**config.mk**
```make
export PLATFORM = sky130hd
export DESIGN_NAME = pss_scan_seq
export DESIGN_NICKNAME = d
export VERILOG_FILES = /design/src/rtl/pss_pkg.sv /design/src/rtl/pss_rfr_if.sv /design/src/rtl/pss_io_refresh.sv /design/src/rtl/pss_irq_ctl.sv /design/src/rtl/pss_scan_seq.sv
export VERILOG_INCLUDE_DIRS = /design/src /design/src/rtl
export SDC_FILE = /design/constraint.sdc
export NUM_CORES = 1
export LEC_CHECK = 0
export ABC_AREA = 1
export BUFFER_PORTS_ARGS = -buffer_cell sky130_fd_sc_hd__buf_2
export CELL_PAD_IN_SITES_DETAIL_PLACEMENT = 1
export CELL_PAD_IN_SITES_GLOBAL_PLACEMENT = 1
export CORE_UTILIZATION = 38
export DETAILED_ROUTE_END_ITERATION = 12
export GPL_TIMING_DRIVEN = 0
export PLACE_DENSITY = 0.84
export SETUP_SLACK_MARGIN = 0.2
export SLEW_MARGIN = 20
export SYNTH_ARGS = -nofsm -noshare
export SYNTH_HDL_FRONTEND = slang
export SYNTH_SLANG_ARGS = --single-unit
```
**constraint.sdc**
```tcl
create_clock -name core_clk -period 2.25 [get_ports core_clk]
set_clock_uncertainty 0.05 [all_clocks]
set_input_delay 0.3375 -clock core_clk [delete_from_list [all_inputs] [get_ports core_clk]]
set_output_delay 0.3375 -clock core_clk [all_outputs]
set_load 0.01 [all_outputs]
```
**src/rtl/pss_regs.svh**
```systemverilog
/*
  constants of the scan cycle sequencer: field widths, reset values and timing counts.
  assumes it is included by bare name from the sequencer and interrupt modules.
*/
`ifndef PSS_REGS_SVH
`define PSS_REGS_SVH

// ----------------------------------------------------------------------
// clock and timing
// ----------------------------------------------------------------------
`define PSS_CLK_KHZ        25000
`define PSS_PERIODIC_US    1000
`define PSS_PERIODIC_CYC   ((`PSS_PERIODIC_US * `PSS_CLK_KHZ) / 1000)

// ----------------------------------------------------------------------
// widths and reset values
// ----------------------------------------------------------------------
`define PSS_PC_W           16
`define PSS_PC_RST         16'h0000
`define PSS_CLASS_W        2
`define PSS_SRC_W          2

`endif

```
**src/rtl/pss_pkg.sv**
```systemverilog
/*
  types of the scan cycle sequencer: states, module classes, directions,
  interrupt sources.
  assumes pss_regs.svh is on the include path.
*/
package pss_pkg;
  // ----------------------------------------------------------------------
  // main sequence states
  // ----------------------------------------------------------------------
  typedef enum logic [3:0] {
    PSS_S_INIT_CLR  = 4'h0,
    PSS_S_INIT_CHK  = 4'h1,
    PSS_S_INIT_CMP  = 4'h2,
    PSS_S_INIT_DL   = 4'h3,
    PSS_S_INIT_COPY = 4'h4,
    PSS_S_DIAG      = 4'h5,
    PSS_S_OUT_RFR   = 4'h6,
    PSS_S_PROG      = 4'h7,
    PSS_S_IN_RFR    = 4'h8,
    PSS_S_COMM      = 4'h9,
    PSS_S_FAULT     = 4'hA
  } pss_state_t;

  // module classes in refresh order
  typedef enum logic [1:0] {
    PSS_C_DIGITAL = 2'h0,
    PSS_C_ANALOG  = 2'h1,
    PSS_C_OTHER   = 2'h2
  } pss_class_t;

  // refresh direction
  typedef enum logic {
    PSS_D_IN  = 1'h0,
    PSS_D_OUT = 1'h1
  } pss_dir_t;

  // data exchange area
  typedef enum logic {
    PSS_A_RELAY = 1'h0,
    PSS_A_DREG  = 1'h1
  } pss_area_t;

  // interrupt sources
  typedef enum logic [1:0] {
    PSS_I_NONE     = 2'h0,
    PSS_I_PERIODIC = 2'h1,
    PSS_I_TIMER    = 2'h2,
    PSS_I_COND     = 2'h3
  } pss_src_t;
endpackage

```
**src/rtl/pss_rfr_if.sv**
```systemverilog
/*
  carrier between the sequencer and its refresh engine.
  assumes both ends run on core_clk.
*/
`timescale 1ns/100ps
`default_nettype none
interface pss_rfr_if;
  import pss_pkg::*;
  logic     start;  // one-cycle pulse: begin a refresh pass
  pss_dir_t dir;    // pass direction
  logic     done;   // one-cycle pulse: pass finished
  // ----------------------------------------------------------------------
  // views
  // ----------------------------------------------------------------------
  modport seq (output start, output dir, input done);
  modport eng (input start, input dir, output done);
endinterface
`default_nettype wire

```
**src/rtl/pss_io_refresh.sv**
```systemverilog
/*
  refresh engine: walks digital, analog, other module classes on the I/O bus.
  assumes the bus answers every request with io_ack eventually.
*/
`timescale 1ns/100ps
`default_nettype none
module pss_io_refresh
  import pss_pkg::*;
(
  input  wire logic  core_clk,
  input  wire logic  srst,
  pss_rfr_if.eng     rfr,
  output logic       io_req,
  output pss_dir_t   io_dir,
  output pss_class_t io_class,
  output pss_area_t  io_area,
  input  wire logic  io_ack
);
  logic       busy_r, busy_nxt;   // pass in progress
  pss_class_t cls_r, cls_nxt;     // class now served
  pss_dir_t   dir_r, dir_nxt;     // latched direction
  logic       done_r, done_nxt;   // end-of-pass pulse

  // ----------------------------------------------------------------------
  // class walk
  // ----------------------------------------------------------------------
  always_comb begin
    busy_nxt = busy_r;
    cls_nxt  = cls_r;
    dir_nxt  = dir_r;
    done_nxt = 1'b0;
    if (!busy_r && rfr.start) begin
      // digital first, then analog, then the rest
      busy_nxt = 1'b1; // RULE5 RULE6
      cls_nxt  = PSS_C_DIGITAL;
      dir_nxt  = rfr.dir;
    end else if (busy_r && io_ack) begin
      if (cls_r == PSS_C_OTHER) begin
        busy_nxt = 1'b0;
        done_nxt = 1'b1;
      end else begin
        cls_nxt = pss_class_t'(cls_r + 2'h1);
      end
    end
  end

  // registers of the walk
  always_ff @(posedge core_clk) begin
    if (srst) begin
      busy_r <= 1'b0;
      cls_r  <= PSS_C_DIGITAL;
      dir_r  <= PSS_D_IN;
      done_r <= 1'b0;
    end else begin
      busy_r <= busy_nxt;
      cls_r  <= cls_nxt;
      dir_r  <= dir_nxt;
      done_r <= done_nxt;
    end
  end

  assign io_req   = busy_r;
  assign io_dir   = dir_r;
  assign io_class = cls_r;
  // digital units use the relay areas, all others the data registers
  assign io_area  = (cls_r == PSS_C_DIGITAL) ? PSS_A_RELAY : PSS_A_DREG; // RULE8
  assign rfr.done = done_r;
endmodule
`default_nettype wire

```
**src/rtl/pss_irq_ctl.sv**
```systemverilog
/*
  interrupt control: periodic, timer and condition sources, entry at
  instruction boundaries, saved resume position.
  assumes insn_done pulses once per completed instruction.
*/
`timescale 1ns/100ps
`default_nettype none
`include "pss_regs.svh"
module pss_irq_ctl
  import pss_pkg::*;
#(
  parameter int PERIODIC_CYC = `PSS_PERIODIC_CYC,
  parameter int PC_W         = `PSS_PC_W
) (
  input  wire logic            core_clk,
  input  wire logic            srst,
  input  wire logic            enable,
  input  wire logic            tmr_evt,
  input  wire logic            cond_lvl,
  input  wire logic            insn_done,
  input  wire logic [PC_W-1:0] next_pc,
  input  wire logic            isr_ret,
  output logic                 irq_enter,
  output pss_src_t             irq_src,
  output logic                 irq_busy,
  output logic      [PC_W-1:0] resume_pc,
  output logic                 resume
);
  logic [31:0]     per_cnt_r, per_cnt_nxt; // periodic divider
  logic [2:0]      pend_r, pend_nxt;       // pending: cond, timer, periodic
  logic            busy_r, busy_nxt;       // routine in service
  pss_src_t        src_r, src_nxt;         // source in service
  logic [PC_W-1:0] pc_r, pc_nxt;           // saved next-instruction position
  logic            ent_r, ent_nxt;         // entry pulse
  logic            res_r, res_nxt;         // resume pulse
  logic            cond_d_r, cond_d_nxt;   // condition level delayed
  logic [2:0]      evt;                    // new events this cycle
  logic            take;                   // entry accepted

  // ----------------------------------------------------------------------
  // pending, entry and return
  // ----------------------------------------------------------------------
  always_comb begin
    per_cnt_nxt = per_cnt_r + 32'h1;
    evt         = 3'h0;
    if (per_cnt_r >= 32'(PERIODIC_CYC - 1)) begin
      per_cnt_nxt = 32'h0;
      evt[0]      = enable;
    end
    evt[1]     = tmr_evt & enable;
    evt[2]     = cond_lvl & ~cond_d_r & enable; // RULE11
    cond_d_nxt = cond_lvl;
    take       = enable && !busy_r && insn_done && (pend_r != 3'h0); // RULE12
    pend_nxt   = pend_r;
    busy_nxt   = busy_r;
    src_nxt    = src_r;
    pc_nxt     = pc_r;
    ent_nxt    = 1'b0;
    res_nxt    = 1'b0;
    if (take) begin
      // periodic first, then timer, then condition
      busy_nxt = 1'b1;
      ent_nxt  = 1'b1;
      pc_nxt   = next_pc; // RULE12
      if (pend_r[0]) begin
        src_nxt     = PSS_I_PERIODIC;
        pend_nxt[0] = 1'b0;
      end else if (pend_r[1]) begin
        src_nxt     = PSS_I_TIMER;
        pend_nxt[1] = 1'b0;
      end else begin
        src_nxt     = PSS_I_COND;
        pend_nxt[2] = 1'b0;
      end
    end else if (busy_r && isr_ret) begin
      busy_nxt = 1'b0;
      res_nxt  = 1'b1; // RULE13
      src_nxt  = PSS_I_NONE;
    end
    // new events win over the clear
    pend_nxt = pend_nxt | evt;
    if (!enable) begin
      pend_nxt = 3'h0; // RULE14
    end
  end

  // registers
  always_ff @(posedge core_clk) begin
    if (srst) begin
      per_cnt_r <= 32'h0;
      pend_r    <= 3'h0;
      busy_r    <= 1'b0;
      src_r     <= PSS_I_NONE;
      pc_r      <= PC_W'(`PSS_PC_RST);
      ent_r     <= 1'b0;
      res_r     <= 1'b0;
      cond_d_r  <= 1'b0;
    end else begin
      per_cnt_r <= per_cnt_nxt;
      pend_r    <= pend_nxt;
      busy_r    <= busy_nxt;
      src_r     <= src_nxt;
      pc_r      <= pc_nxt;
      ent_r     <= ent_nxt;
      res_r     <= res_nxt;
      cond_d_r  <= cond_d_nxt;
    end
  end

  assign irq_enter = ent_r;
  assign irq_src   = src_r;
  assign irq_busy  = busy_r;
  assign resume_pc = pc_r;
  assign resume    = res_r;
endmodule
`default_nettype wire

```
**src/rtl/pss_scan_seq.sv**
```systemverilog
/*
  scan cycle sequencer: power-up initialization, then the endless loop of
  diagnosis, output refresh, program, input refresh, communication service.
  assumes an external job engine does the checks it is started for, and an
  instruction engine reports completed instructions and the end instruction.
*/
//
// Behaviour
// [RULE1] init clears volatile memory, checks program, parameters
// [RULE2] init compares module table, downloads I/O settings
// [RULE3] with card present, evaluate system copy first
// [RULE4] each cycle starts with diagnosis
// [RULE5] output refresh: digital, analog, then others
// [RULE6] program with interrupts, then input refresh
// [RULE7] all refresh in one loop around program
// [RULE8] digital uses relays, others data registers
// [RULE9] last step serves communication both directions
// [RULE10] internal updates applied only after end instruction
// [RULE11] periodic, timer and condition interrupt sources
// [RULE12] enter interrupt at boundary, save next position
// [RULE13] resume at saved next instruction
// [RULE14] stopped: skip program and tasks, keep refresh
// [RULE15] stopped: outputs off unless retain configured
// [RULE16] stop-to-run clears volatile memory per setting
// [RULE17] after communication go straight to diagnosis
`timescale 1ns/100ps
`default_nettype none
`include "pss_regs.svh"
module pss_scan_seq
  import pss_pkg::*;
#(
  parameter int PERIODIC_CYC = `PSS_PERIODIC_CYC,
  parameter int PC_W         = `PSS_PC_W
) (
  input  wire logic            core_clk,
  input  wire logic            srst,
  // mode and straps from pins
  input  wire logic            run_pin,
  input  wire logic            card_pin,
  input  wire logic            clr_on_run_cfg,
  input  wire logic            retain_out_cfg,
  // job engine handshake
  output pss_state_t           job_code,
  output logic                 job_start,
  input  wire logic            job_done,
  input  wire logic            job_ok,
  input  wire logic            copy_wanted,
  output logic                 nlat_clear,
  output logic                 fault,
  // I/O bus
  output logic                 io_req,
  output pss_dir_t             io_dir,
  output pss_class_t           io_class,
  output pss_area_t            io_area,
  input  wire logic            io_ack,
  output logic                 out_off,
  // program engine
  output logic                 exec_en,
  input  wire logic            insn_done,
  input  wire logic [PC_W-1:0] next_pc,
  input  wire logic            end_done,
  input  wire logic            isr_ret,
  input  wire logic            tmr_evt,
  input  wire logic            cond_lvl,
  output logic                 irq_enter,
  output pss_src_t             irq_src,
  output logic      [PC_W-1:0] resume_pc,
  output logic                 resume,
  // communication service
  input  wire logic            ext_req,
  input  wire logic            cpu_req,
  output logic                 comm_grant,
  output logic                 comm_apply,
  input  wire logic            comm_done
);
  // ----------------------------------------------------------------------
  // declarations
  // ----------------------------------------------------------------------
  logic       run_s1_r, run_s2_r;      // run pin synchroniser
  logic       card_s1_r, card_s2_r;    // card pin synchroniser
  pss_state_t st_r, st_nxt;            // sequence state
  logic       go_r, go_nxt;            // first cycle of a state
  logic       run_r, run_nxt;          // mode frozen for this cycle
  logic       clr_r, clr_nxt;          // volatile clear pulse
  logic       end_seen_r, end_seen_nxt; // end instruction executed
  logic       ext_p_r, ext_p_nxt;      // pending request from outside
  logic       cpu_p_r, cpu_p_nxt;      // pending request from the cpu
  logic       grant_r, grant_nxt;      // service in progress
  logic       flt_r, flt_nxt;          // fault latch
  logic       off_r, off_nxt;          // external outputs forced off
  logic       irq_busy;                // routine in service
  logic       prog_en;                 // program phase and running
  pss_rfr_if  rfr ();                  // link to refresh engine

  // ----------------------------------------------------------------------
  // pin synchronisers
  // ----------------------------------------------------------------------
  // two flops per pin, the first read only by the second
  always_ff @(posedge core_clk) begin
    if (srst) begin
      run_s1_r  <= 1'b0;
      run_s2_r  <= 1'b0;
      card_s1_r <= 1'b0;
      card_s2_r <= 1'b0;
    end else begin
      run_s1_r  <= run_pin;
      run_s2_r  <= run_s1_r;
      card_s1_r <= card_pin;
      card_s2_r <= card_s1_r;
    end
  end

  // ----------------------------------------------------------------------
  // sequence
  // ----------------------------------------------------------------------
  // next state, mode freeze and clear pulse
  always_comb begin
    st_nxt    = st_r;
    run_nxt   = run_r;
    clr_nxt   = 1'b0;
    flt_nxt   = flt_r;
    rfr.start = 1'b0;
    rfr.dir   = PSS_D_OUT;
    case (st_r)
      PSS_S_INIT_CLR: begin
        // volatile memory wiped once after power-up
        clr_nxt = go_r; // RULE1
        if (job_done) begin
          st_nxt = PSS_S_INIT_CHK;
        end
      end
      PSS_S_INIT_CHK: begin
        // program, cpu and table parameters checked
        if (job_done) begin
          st_nxt = job_ok ? PSS_S_INIT_CMP : PSS_S_FAULT; // RULE1
        end
      end
      PSS_S_INIT_CMP: begin
        // stored table against the fitted modules
        if (job_done) begin
          st_nxt = job_ok ? PSS_S_INIT_DL : PSS_S_FAULT; // RULE2
        end
      end
      PSS_S_INIT_DL: begin
        // settings sent to each module, then card check
        if (job_done) begin
          st_nxt = card_s2_r ? PSS_S_INIT_COPY : PSS_S_DIAG; // RULE2 RULE3
        end
      end
      PSS_S_INIT_COPY: begin
        // copy evaluated; a wanted copy that fails stops the unit
        if (job_done) begin
          st_nxt = (copy_wanted && !job_ok) ? PSS_S_FAULT : PSS_S_DIAG; // RULE3
        end
      end
      PSS_S_DIAG: begin
        // mode sampled once per cycle at its head
        if (go_r) begin
          run_nxt = run_s2_r;
          clr_nxt = run_s2_r && !run_r && clr_on_run_cfg; // RULE16
        end
        if (job_done) begin
          st_nxt    = job_ok ? PSS_S_OUT_RFR : PSS_S_FAULT; // RULE4
          rfr.start = job_ok;
          rfr.dir   = PSS_D_OUT; // RULE7
        end
      end
      PSS_S_OUT_RFR: begin
        // outputs leave after the previous program pass
        if (rfr.done) begin
          st_nxt = PSS_S_PROG; // RULE5
        end
      end
      PSS_S_PROG: begin
        // skipped when stopped; leaves on end outside a routine
        if (!run_r || (end_done && !irq_busy)) begin
          st_nxt    = PSS_S_IN_RFR; // RULE6 RULE14
          rfr.start = 1'b1;
          rfr.dir   = PSS_D_IN; // RULE7
        end
      end
      PSS_S_IN_RFR: begin
        // inputs come in before the next program pass
        if (rfr.done) begin
          st_nxt = PSS_S_COMM; // RULE6
        end
      end
      PSS_S_COMM: begin
        // served until nothing pending, then next cycle
        if (!ext_p_r && !cpu_p_r) begin
          st_nxt = PSS_S_DIAG; // RULE17
        end
      end
      PSS_S_FAULT: begin
        // held until reset
        flt_nxt = 1'b1;
      end
      default: begin
        st_nxt = PSS_S_FAULT;
      end
    endcase
    go_nxt = (st_nxt != st_r);
  end

  // registers of the sequence
  always_ff @(posedge core_clk) begin
    if (srst) begin
      st_r  <= PSS_S_INIT_CLR;
      go_r  <= 1'b1;
      run_r <= 1'b0;
      clr_r <= 1'b0;
      flt_r <= 1'b0;
    end else begin
      st_r  <= st_nxt;
      go_r  <= go_nxt;
      run_r <= run_nxt;
      clr_r <= clr_nxt;
      flt_r <= flt_nxt;
    end
  end

  // ----------------------------------------------------------------------
  // communication service
  // ----------------------------------------------------------------------
  // requests latched at any time, served in the last step
  always_comb begin
    ext_p_nxt    = ext_p_r;
    cpu_p_nxt    = cpu_p_r;
    grant_nxt    = grant_r;
    end_seen_nxt = end_seen_r;
    if (st_r == PSS_S_PROG && end_done) begin
      end_seen_nxt = 1'b1; // RULE10
    end
    if (st_r == PSS_S_COMM) begin
      if (!grant_r && (ext_p_r || cpu_p_r)) begin
        grant_nxt = 1'b1; // RULE9
      end else if (grant_r && comm_done) begin
        // outside requests first, then the cpu's own
        grant_nxt = 1'b0;
        if (ext_p_r) begin
          ext_p_nxt = 1'b0;
        end else begin
          cpu_p_nxt = 1'b0;
        end
      end
    end
    if (st_r == PSS_S_DIAG) begin
      end_seen_nxt = 1'b0;
    end
    // a request in the clearing cycle is kept
    ext_p_nxt = ext_p_nxt | ext_req; // RULE9
    cpu_p_nxt = cpu_p_nxt | cpu_req;
  end

  // registers of the service
  always_ff @(posedge core_clk) begin
    if (srst) begin
      ext_p_r    <= 1'b0;
      cpu_p_r    <= 1'b0;
      grant_r    <= 1'b0;
      end_seen_r <= 1'b0;
    end else begin
      ext_p_r    <= ext_p_nxt;
      cpu_p_r    <= cpu_p_nxt;
      grant_r    <= grant_nxt;
      end_seen_r <= end_seen_nxt;
    end
  end

  // ----------------------------------------------------------------------
  // output state
  // ----------------------------------------------------------------------
  // outputs forced off while stopped or faulted unless retained
  always_comb begin
    off_nxt = (!run_nxt || flt_nxt) && !retain_out_cfg; // RULE15
  end

  // output register
  always_ff @(posedge core_clk) begin
    if (srst) begin
      off_r <= 1'b1;
    end else begin
      off_r <= off_nxt;
    end
  end

  // ----------------------------------------------------------------------
  // sub-blocks
  // ----------------------------------------------------------------------
  assign prog_en = (st_r == PSS_S_PROG) && run_r; // RULE14

  // class walk on the I/O bus
  pss_io_refresh u_rfr (
    .core_clk (core_clk),
    .srst     (srst),
    .rfr      (rfr),
    .io_req   (io_req),
    .io_dir   (io_dir),
    .io_class (io_class),
    .io_area  (io_area),
    .io_ack   (io_ack)
  );

  // interrupt entry and return
  pss_irq_ctl #(
    .PERIODIC_CYC (PERIODIC_CYC),
    .PC_W         (PC_W)
  ) u_irq (
    .core_clk  (core_clk),
    .srst      (srst),
    .enable    (prog_en),
    .tmr_evt   (tmr_evt),
    .cond_lvl  (cond_lvl),
    .insn_done (insn_done),
    .next_pc   (next_pc),
    .isr_ret   (isr_ret),
    .irq_enter (irq_enter),
    .irq_src   (irq_src),
    .irq_busy  (irq_busy),
    .resume_pc (resume_pc),
    .resume    (resume)
  );

  // ----------------------------------------------------------------------
  // outputs
  // ----------------------------------------------------------------------
  assign job_code   = st_r;
  assign job_start  = go_r && (st_r != PSS_S_OUT_RFR) && (st_r != PSS_S_PROG)
                      && (st_r != PSS_S_IN_RFR) && (st_r != PSS_S_COMM)
                      && (st_r != PSS_S_FAULT);
  assign nlat_clear = clr_r;
  assign fault      = flt_r;
  assign out_off    = off_r;
  assign exec_en    = prog_en;
  assign comm_grant = grant_r;
  // internal device updates only once the end instruction ran
  assign comm_apply = grant_r && end_seen_r; // RULE10
endmodule
`default_nettype wire
```
==> After elaboration in Yosys (flattened, before gate mapping) <==
Index checks and enable logic that the tools add are counted.
{ "word_totals": {"input_bits": 34, "out_inout_bits": 36, "ff_bits": 79, "wordCells": 158} }
{ "op_classes": {"bitwise": 10, "n_addsub": 2, "muxes": 52, "eq_ne": 17, "reduce_logical": 50, "magnitude_cmp": 1} }
{ "ops": {"columns": ["op", "count"], "rows": [
  ["$mux W4", 14],
  ["$pmux W4 S11", 1],
  ["$add A32 B1 Y32 const B", 1],
  ["$ge A32 B15 Y1 const B", 1],
  ["$mux W1", 30],
  ["$logic_and A1 B1 Y1", 22],
  ["$eq A4 B3 Y1 const B", 4],
  ["$eq A4 B4 Y1 const B", 3],
  ["$ne A4 B4 Y1 const B", 3],
  ["$reduce_or A2 Y1", 5],
  ["$logic_not A1 Y1", 9],
  ["$eq A4 B2 Y1 const B", 2],
  ["$mux W2", 4],
  ["$ne A4 B3 Y1 const B", 2],
  ["$reduce_bool A2 Y1", 4],
  ["$reduce_and A2 Y1", 3],
  ["$eq A4 B1 Y1 const B", 1],
  ["$logic_not A4 Y1", 1],
  ["$ne A4 B4 Y1", 1],
  ["$not A1 Y1", 4],
  ["$pmux W1 S2", 2],
  ["$and A1 B1 Y1", 3],
  ["$logic_or A1 B1 Y1", 3],
  ["$mux W3", 1],
  ["7 further kinds", 8]
]} }

==> Longest topological paths before layout <==
{ "depth": {"ltp_word": 8, "depth_mapped": 13, "depth_no_buf": 11} }

==> Modules after synthesis <==
From an unflattened synthesis, not the netlist that was laid out.
{ "hier_totals": {"hier_cells": 423, "area_unflattened_um2": 3314.4} }
{ "modules_own_cells": {"columns": ["module", "area_per_inst_um2", "instances", "cells_each"], "rows": [
  ["pss_irq_ctl", 2045.7, 1, 227],
  ["pss_scan_seq", 1028.5, 1, 165],
  ["pss_io_refresh", 240.2, 1, 31]
]} }

==> Worst setup path before layout <==
OpenSTA, ideal clock, no wires.
{ "synth_timing": {"path_type": "reg-to-reg", "from": "register st_r[0] (netlist: job_code[0])", "to": "register u_irq.pc_r[10] (netlist: u_irq.resume_pc[10])", "path_slack_ns": 0.545, "arrival_time_ns": 1.542, "path_stages_with_launch": 14, "cell_sequence": "dfxtp_1 buf_2 nand2_2 inv_2 nand2_4 nor2_8 nand3_4 nor2_4 inv_2 nand2_2 inv_2 buf_6 nand2_1 nand2_1"} }
{ "synth_between": {"elab_chain_len": 5} }
{ "synth_lines": {"columns": ["element", "line_no", "rtl"], "rows": [
  ["from (decl)", "pss_scan_seq.sv:81", "pss_state_t st_r, st_nxt;"],
  ["from (signal assigned)", "pss_scan_seq.sv:214", "st_r <= st_nxt;"],
  ["$eq A4 B3 Y1", "pss_scan_seq.sv:290", "assign prog_en = (st_r == PSS_S_PROG) && run_r;"],
  ["$logic_and A1 B1 Y1", "pss_scan_seq.sv:290", null],
  ["net exec_en", "pss_scan_seq.sv:58", "output logic exec_en,"],
  ["$logic_and A1 B1 Y1 (3 in a row)", "pss_irq_ctl.sv:53", "take = enable && !busy_r && insn_done && (pend_r != 3'h0);"],
  ["to (signal assigned)", "pss_irq_ctl.sv:94", "pc_r <= PC_W'(`PSS_PC_RST);"],
  ["to (signal assigned)", "pss_irq_ctl.sv:103", "pc_r <= pc_nxt;"],
  ["to (decl)", "pss_irq_ctl.sv:33", "logic [PC_W-1:0] pc_r, pc_nxt;"]
]} }
The timed path passes the listed nets, and every way through them passes these cells.
A chain may end at the register's enable or synchronous reset.

==> Final worst setup path <==
{ "layout_timing": {"from": "register st_r[2] (netlist: job_code[2])", "to": "output port exec_en"} }
{ "layout_between": {"elab_chain_len": 2} }
{ "layout_lines": {"columns": ["element", "line_no"], "rows": [
  ["$eq A4 B3 Y1", "pss_scan_seq.sv:290"],
  ["$logic_and A1 B1 Y1", "pss_scan_seq.sv:290"],
  ["to (decl)", "pss_scan_seq.sv:58"]
]} }
No other way between the ends.

==> results.cfg <==
[detailed_routing]
drcViolationCount = 0
dr.pass1.iters = 4
viasPerCell = 4.744
dr.first_iter.drc_count = 50
wire_per_inst_um = 13.08
antenna_left = 0
num_vias = 2960
wl_mm = 8.160

[cells_and_area]
nets = 554
drive_gt1_frac = 0.2088
seq_area_sq_mm = 0.001583
nFillCells = 1040
multiInputGateArea_sq_mm = 0.001438
antenna_cells = 0
post-route-util = 0.4938
area_delta_synth_final_pct = 22.61
final_cell_area_sq_mm = 0.003895

[worst_setup_path]
cp.depth = 5
crit_path_end_kind = output pin
critPathTopFamily = flip-flops
required_ps = 1860
cp.arrival_ps = 1550
critPathSlowestCell = dfxtp_1
crit_fanout = 7
crit_path_start_kind = flip-flop
criticalPathCategory = reg -> out
path_buf_inv = 2
cpPeakStageDelay_ps = 500
path_cells = inv_2 -> nor2_4 -> nand2_4 -> nor2_8 -> buf_2
ff2ff_setup_slack_ps = 340
reg2reg_depth = 12

[yosys]
synth_compound_area_frac = 0.06538
yosysSeqAreaShare = 0.4978
async_flop_share = 0
synth_enable_flop_cells = 0
synth-seq-cells = 79
synth_cell_types = 33
ys.flop_type = dfxtp_1
postSynthAreaPerCell_sq_um = 7.546
syn_area_sq_mm = 0.003177
yosys.area_share.xor_xnor = 0.02206
synth_warnings = 0
muxShareOfSynthArea = 0
synthAdderAreaFrac = 0.01182
yosys.area_share.simple = 0.3316
synth_top_family_by_area = simple AND/OR/NAND/NOR gates
syn_inst = 421

[power]
ir_drop_v = 0.0003826
leakagePower_uw = 0.001944
p_per_area_mw_per_mm2 = 744.5

[die]
fp.dieW_um = 93.43
die_area_sq_mm = 0.008729
start_util = 0.4028
io_pins = 70
num_rows = 32
die_h_um = 93.43
core_area_sq_mm = 0.007888

[timing]
fmax_ghz = 0.5169
slew_viol_final = 0
slew_headroom = 0.6111
finalWorstSetupSlack_ps = 315.2
min_period_over_period = 0.8599
grt_setup_unrepaired = false
setup_tns_ps = 0
finalSetupViolations = 0
hold_viol = 0
finalCriticalPeriod_ps = 1935
tightest_slew_ps = 583.4
fin_worst_hold_slack_ps = 129.9

[worst_hold_path]
hold_class = in -> reg
holdPathStages = 3

[global_route]
track_usage = 0.1982
grt_pass1_wl_mm = 13.37
grt_remaining_overflow = 0
grt_pass1_vias = 2934
grt_max_degree = 15
grt_antenna_before_repair = 0

[cts]
htree_levels = 3
cts_root_buffer = clkbuf_8
numCtsBuffers = 9
path_clk_slew_ps = 90
cts_max_path_buffers = 2
clock-sinks = 79
post_cts_buffers = 0
tritoncts = yes
insertion_delay_ps = 350

[run_status]
status = complete, no violations

[placement]
place_area_sq_mm = 0.003710
post-place-ws_ps = 295.3
gp_congestion = 0.8900
dp.final_hpwl_mm = 6.060
numPortBuffers = 69

[job]
max_cap_violations = 0
-- metal layers --
layer	global-route usage	up-vias	routed length, um
met5	0	-	0
met4	0.07436	0	93
met3	0.03740	9	391
met2	0.3499	71	3897
met1	0.2376	1372	3778
li1	-	1508	-
-- cell type report --
class,instances,share of cell area
buffer,7,0.01221
clock buffer,9,0.03180
clock inverter,7,0.01285
inverter,47,0.04626
multi-input combinational,304,0.3691
sequential,79,0.4064
tap,102,0.03277
timing repair buffer,69,0.08866
-- cells in the final DEF, fill, tap and decap left out, types with 2 or more instances in the layout --
master / instances
dfxtp_1: 78
buf_2: 70
or2_2: 4
o21bai_1: 2
nor2_8: 2
nand2_1: 128
ha_1: 3
clkbuf_8: 9
xnor2_1: 2
nand4_1: 5
nor2_2: 2
inv_2: 4
nor4_1: 4
clkinvlp_4: 4
xor2_1: 6
a21oi_1: 17
nor2_1: 52
nor3_1: 6
clkinv_2: 2
a31oi_1: 2
conb_1: 17
inv_1: 42
nand2_2: 2
clkbuf_1: 3
clkinv_4: 2
nor2_4: 2
o21ai_0: 9
nand3_1: 31
-- synthesized netlist by cell type, drive strengths merged, types with 5 or more instances --
library cell	n	area [sq um]
a21oi	17	85.08
nor3	6	30.03
nand4	5	31.28
xor2	6	52.55
inv	47	176.4
nor2	58	265.3
dfxtp	79	1582
o21ai	9	45.04
nand3	32	172.7
nand2	131	504.2
-- timing repair --
action                     in CTS  in global routing
setup endpoints to repair       1                 14
pin swaps                       0                  0
resized for setup               1                  5
hold buffers                    0                  0
-- flip-flops by register name, indices dropped and copies added (netlist names), 2 cells and up --
signal           count
u_irq.irq_src        2
u_irq.pend_r         3
u_irq.per_cnt_r     32
u_rfr.io_class       2
u_irq.resume_pc     16
job_code             4
-- report_power, final --
part	internal [uW]	leakage [uW]	switching, uW
Sequential	1450	0.000646	42.8
Clock	400	0.0000812	548
Combinational	160	0.00122	297
Total	2010	0.00194	888
-- tightest hold or removal path, stage by stage --
cell	delay, ps
buf_2	70
nand2_1	50
nand2_1	50
-- cells by family (layout without fill, tap and decap cells) --
family	after synthesis	in the layout
flip-flops	79	79
other	1	17
buffers and inverters	54	139
AND/OR/NAND/NOR	240	240
XOR/XNOR	8	8
adder cells (fa/ha/maj)	3	3
AO/OA/AOI/OAI	36	36
-- worst paths after layout --
path	from	endpoint
min reg2reg	card_s1_r	card_s2_r
max reg2reg	job_code[2]	u_irq.resume_pc[13]
min	next_pc[14]	u_irq.resume_pc[14]
max	job_code[2]	exec_en
-- stage by stage --
step / cells / power (uW)
2_1_floorplan: 437 / 1807
4_1_cts: 624 / 2919
3_5_place_dp: 608 / 1966
3_3_place_gp: 608 / 1951
6_report: 624 / 2900
5_1_grt: 624 / 3051
Note: power is estimated with default switching activity, not from simulation.
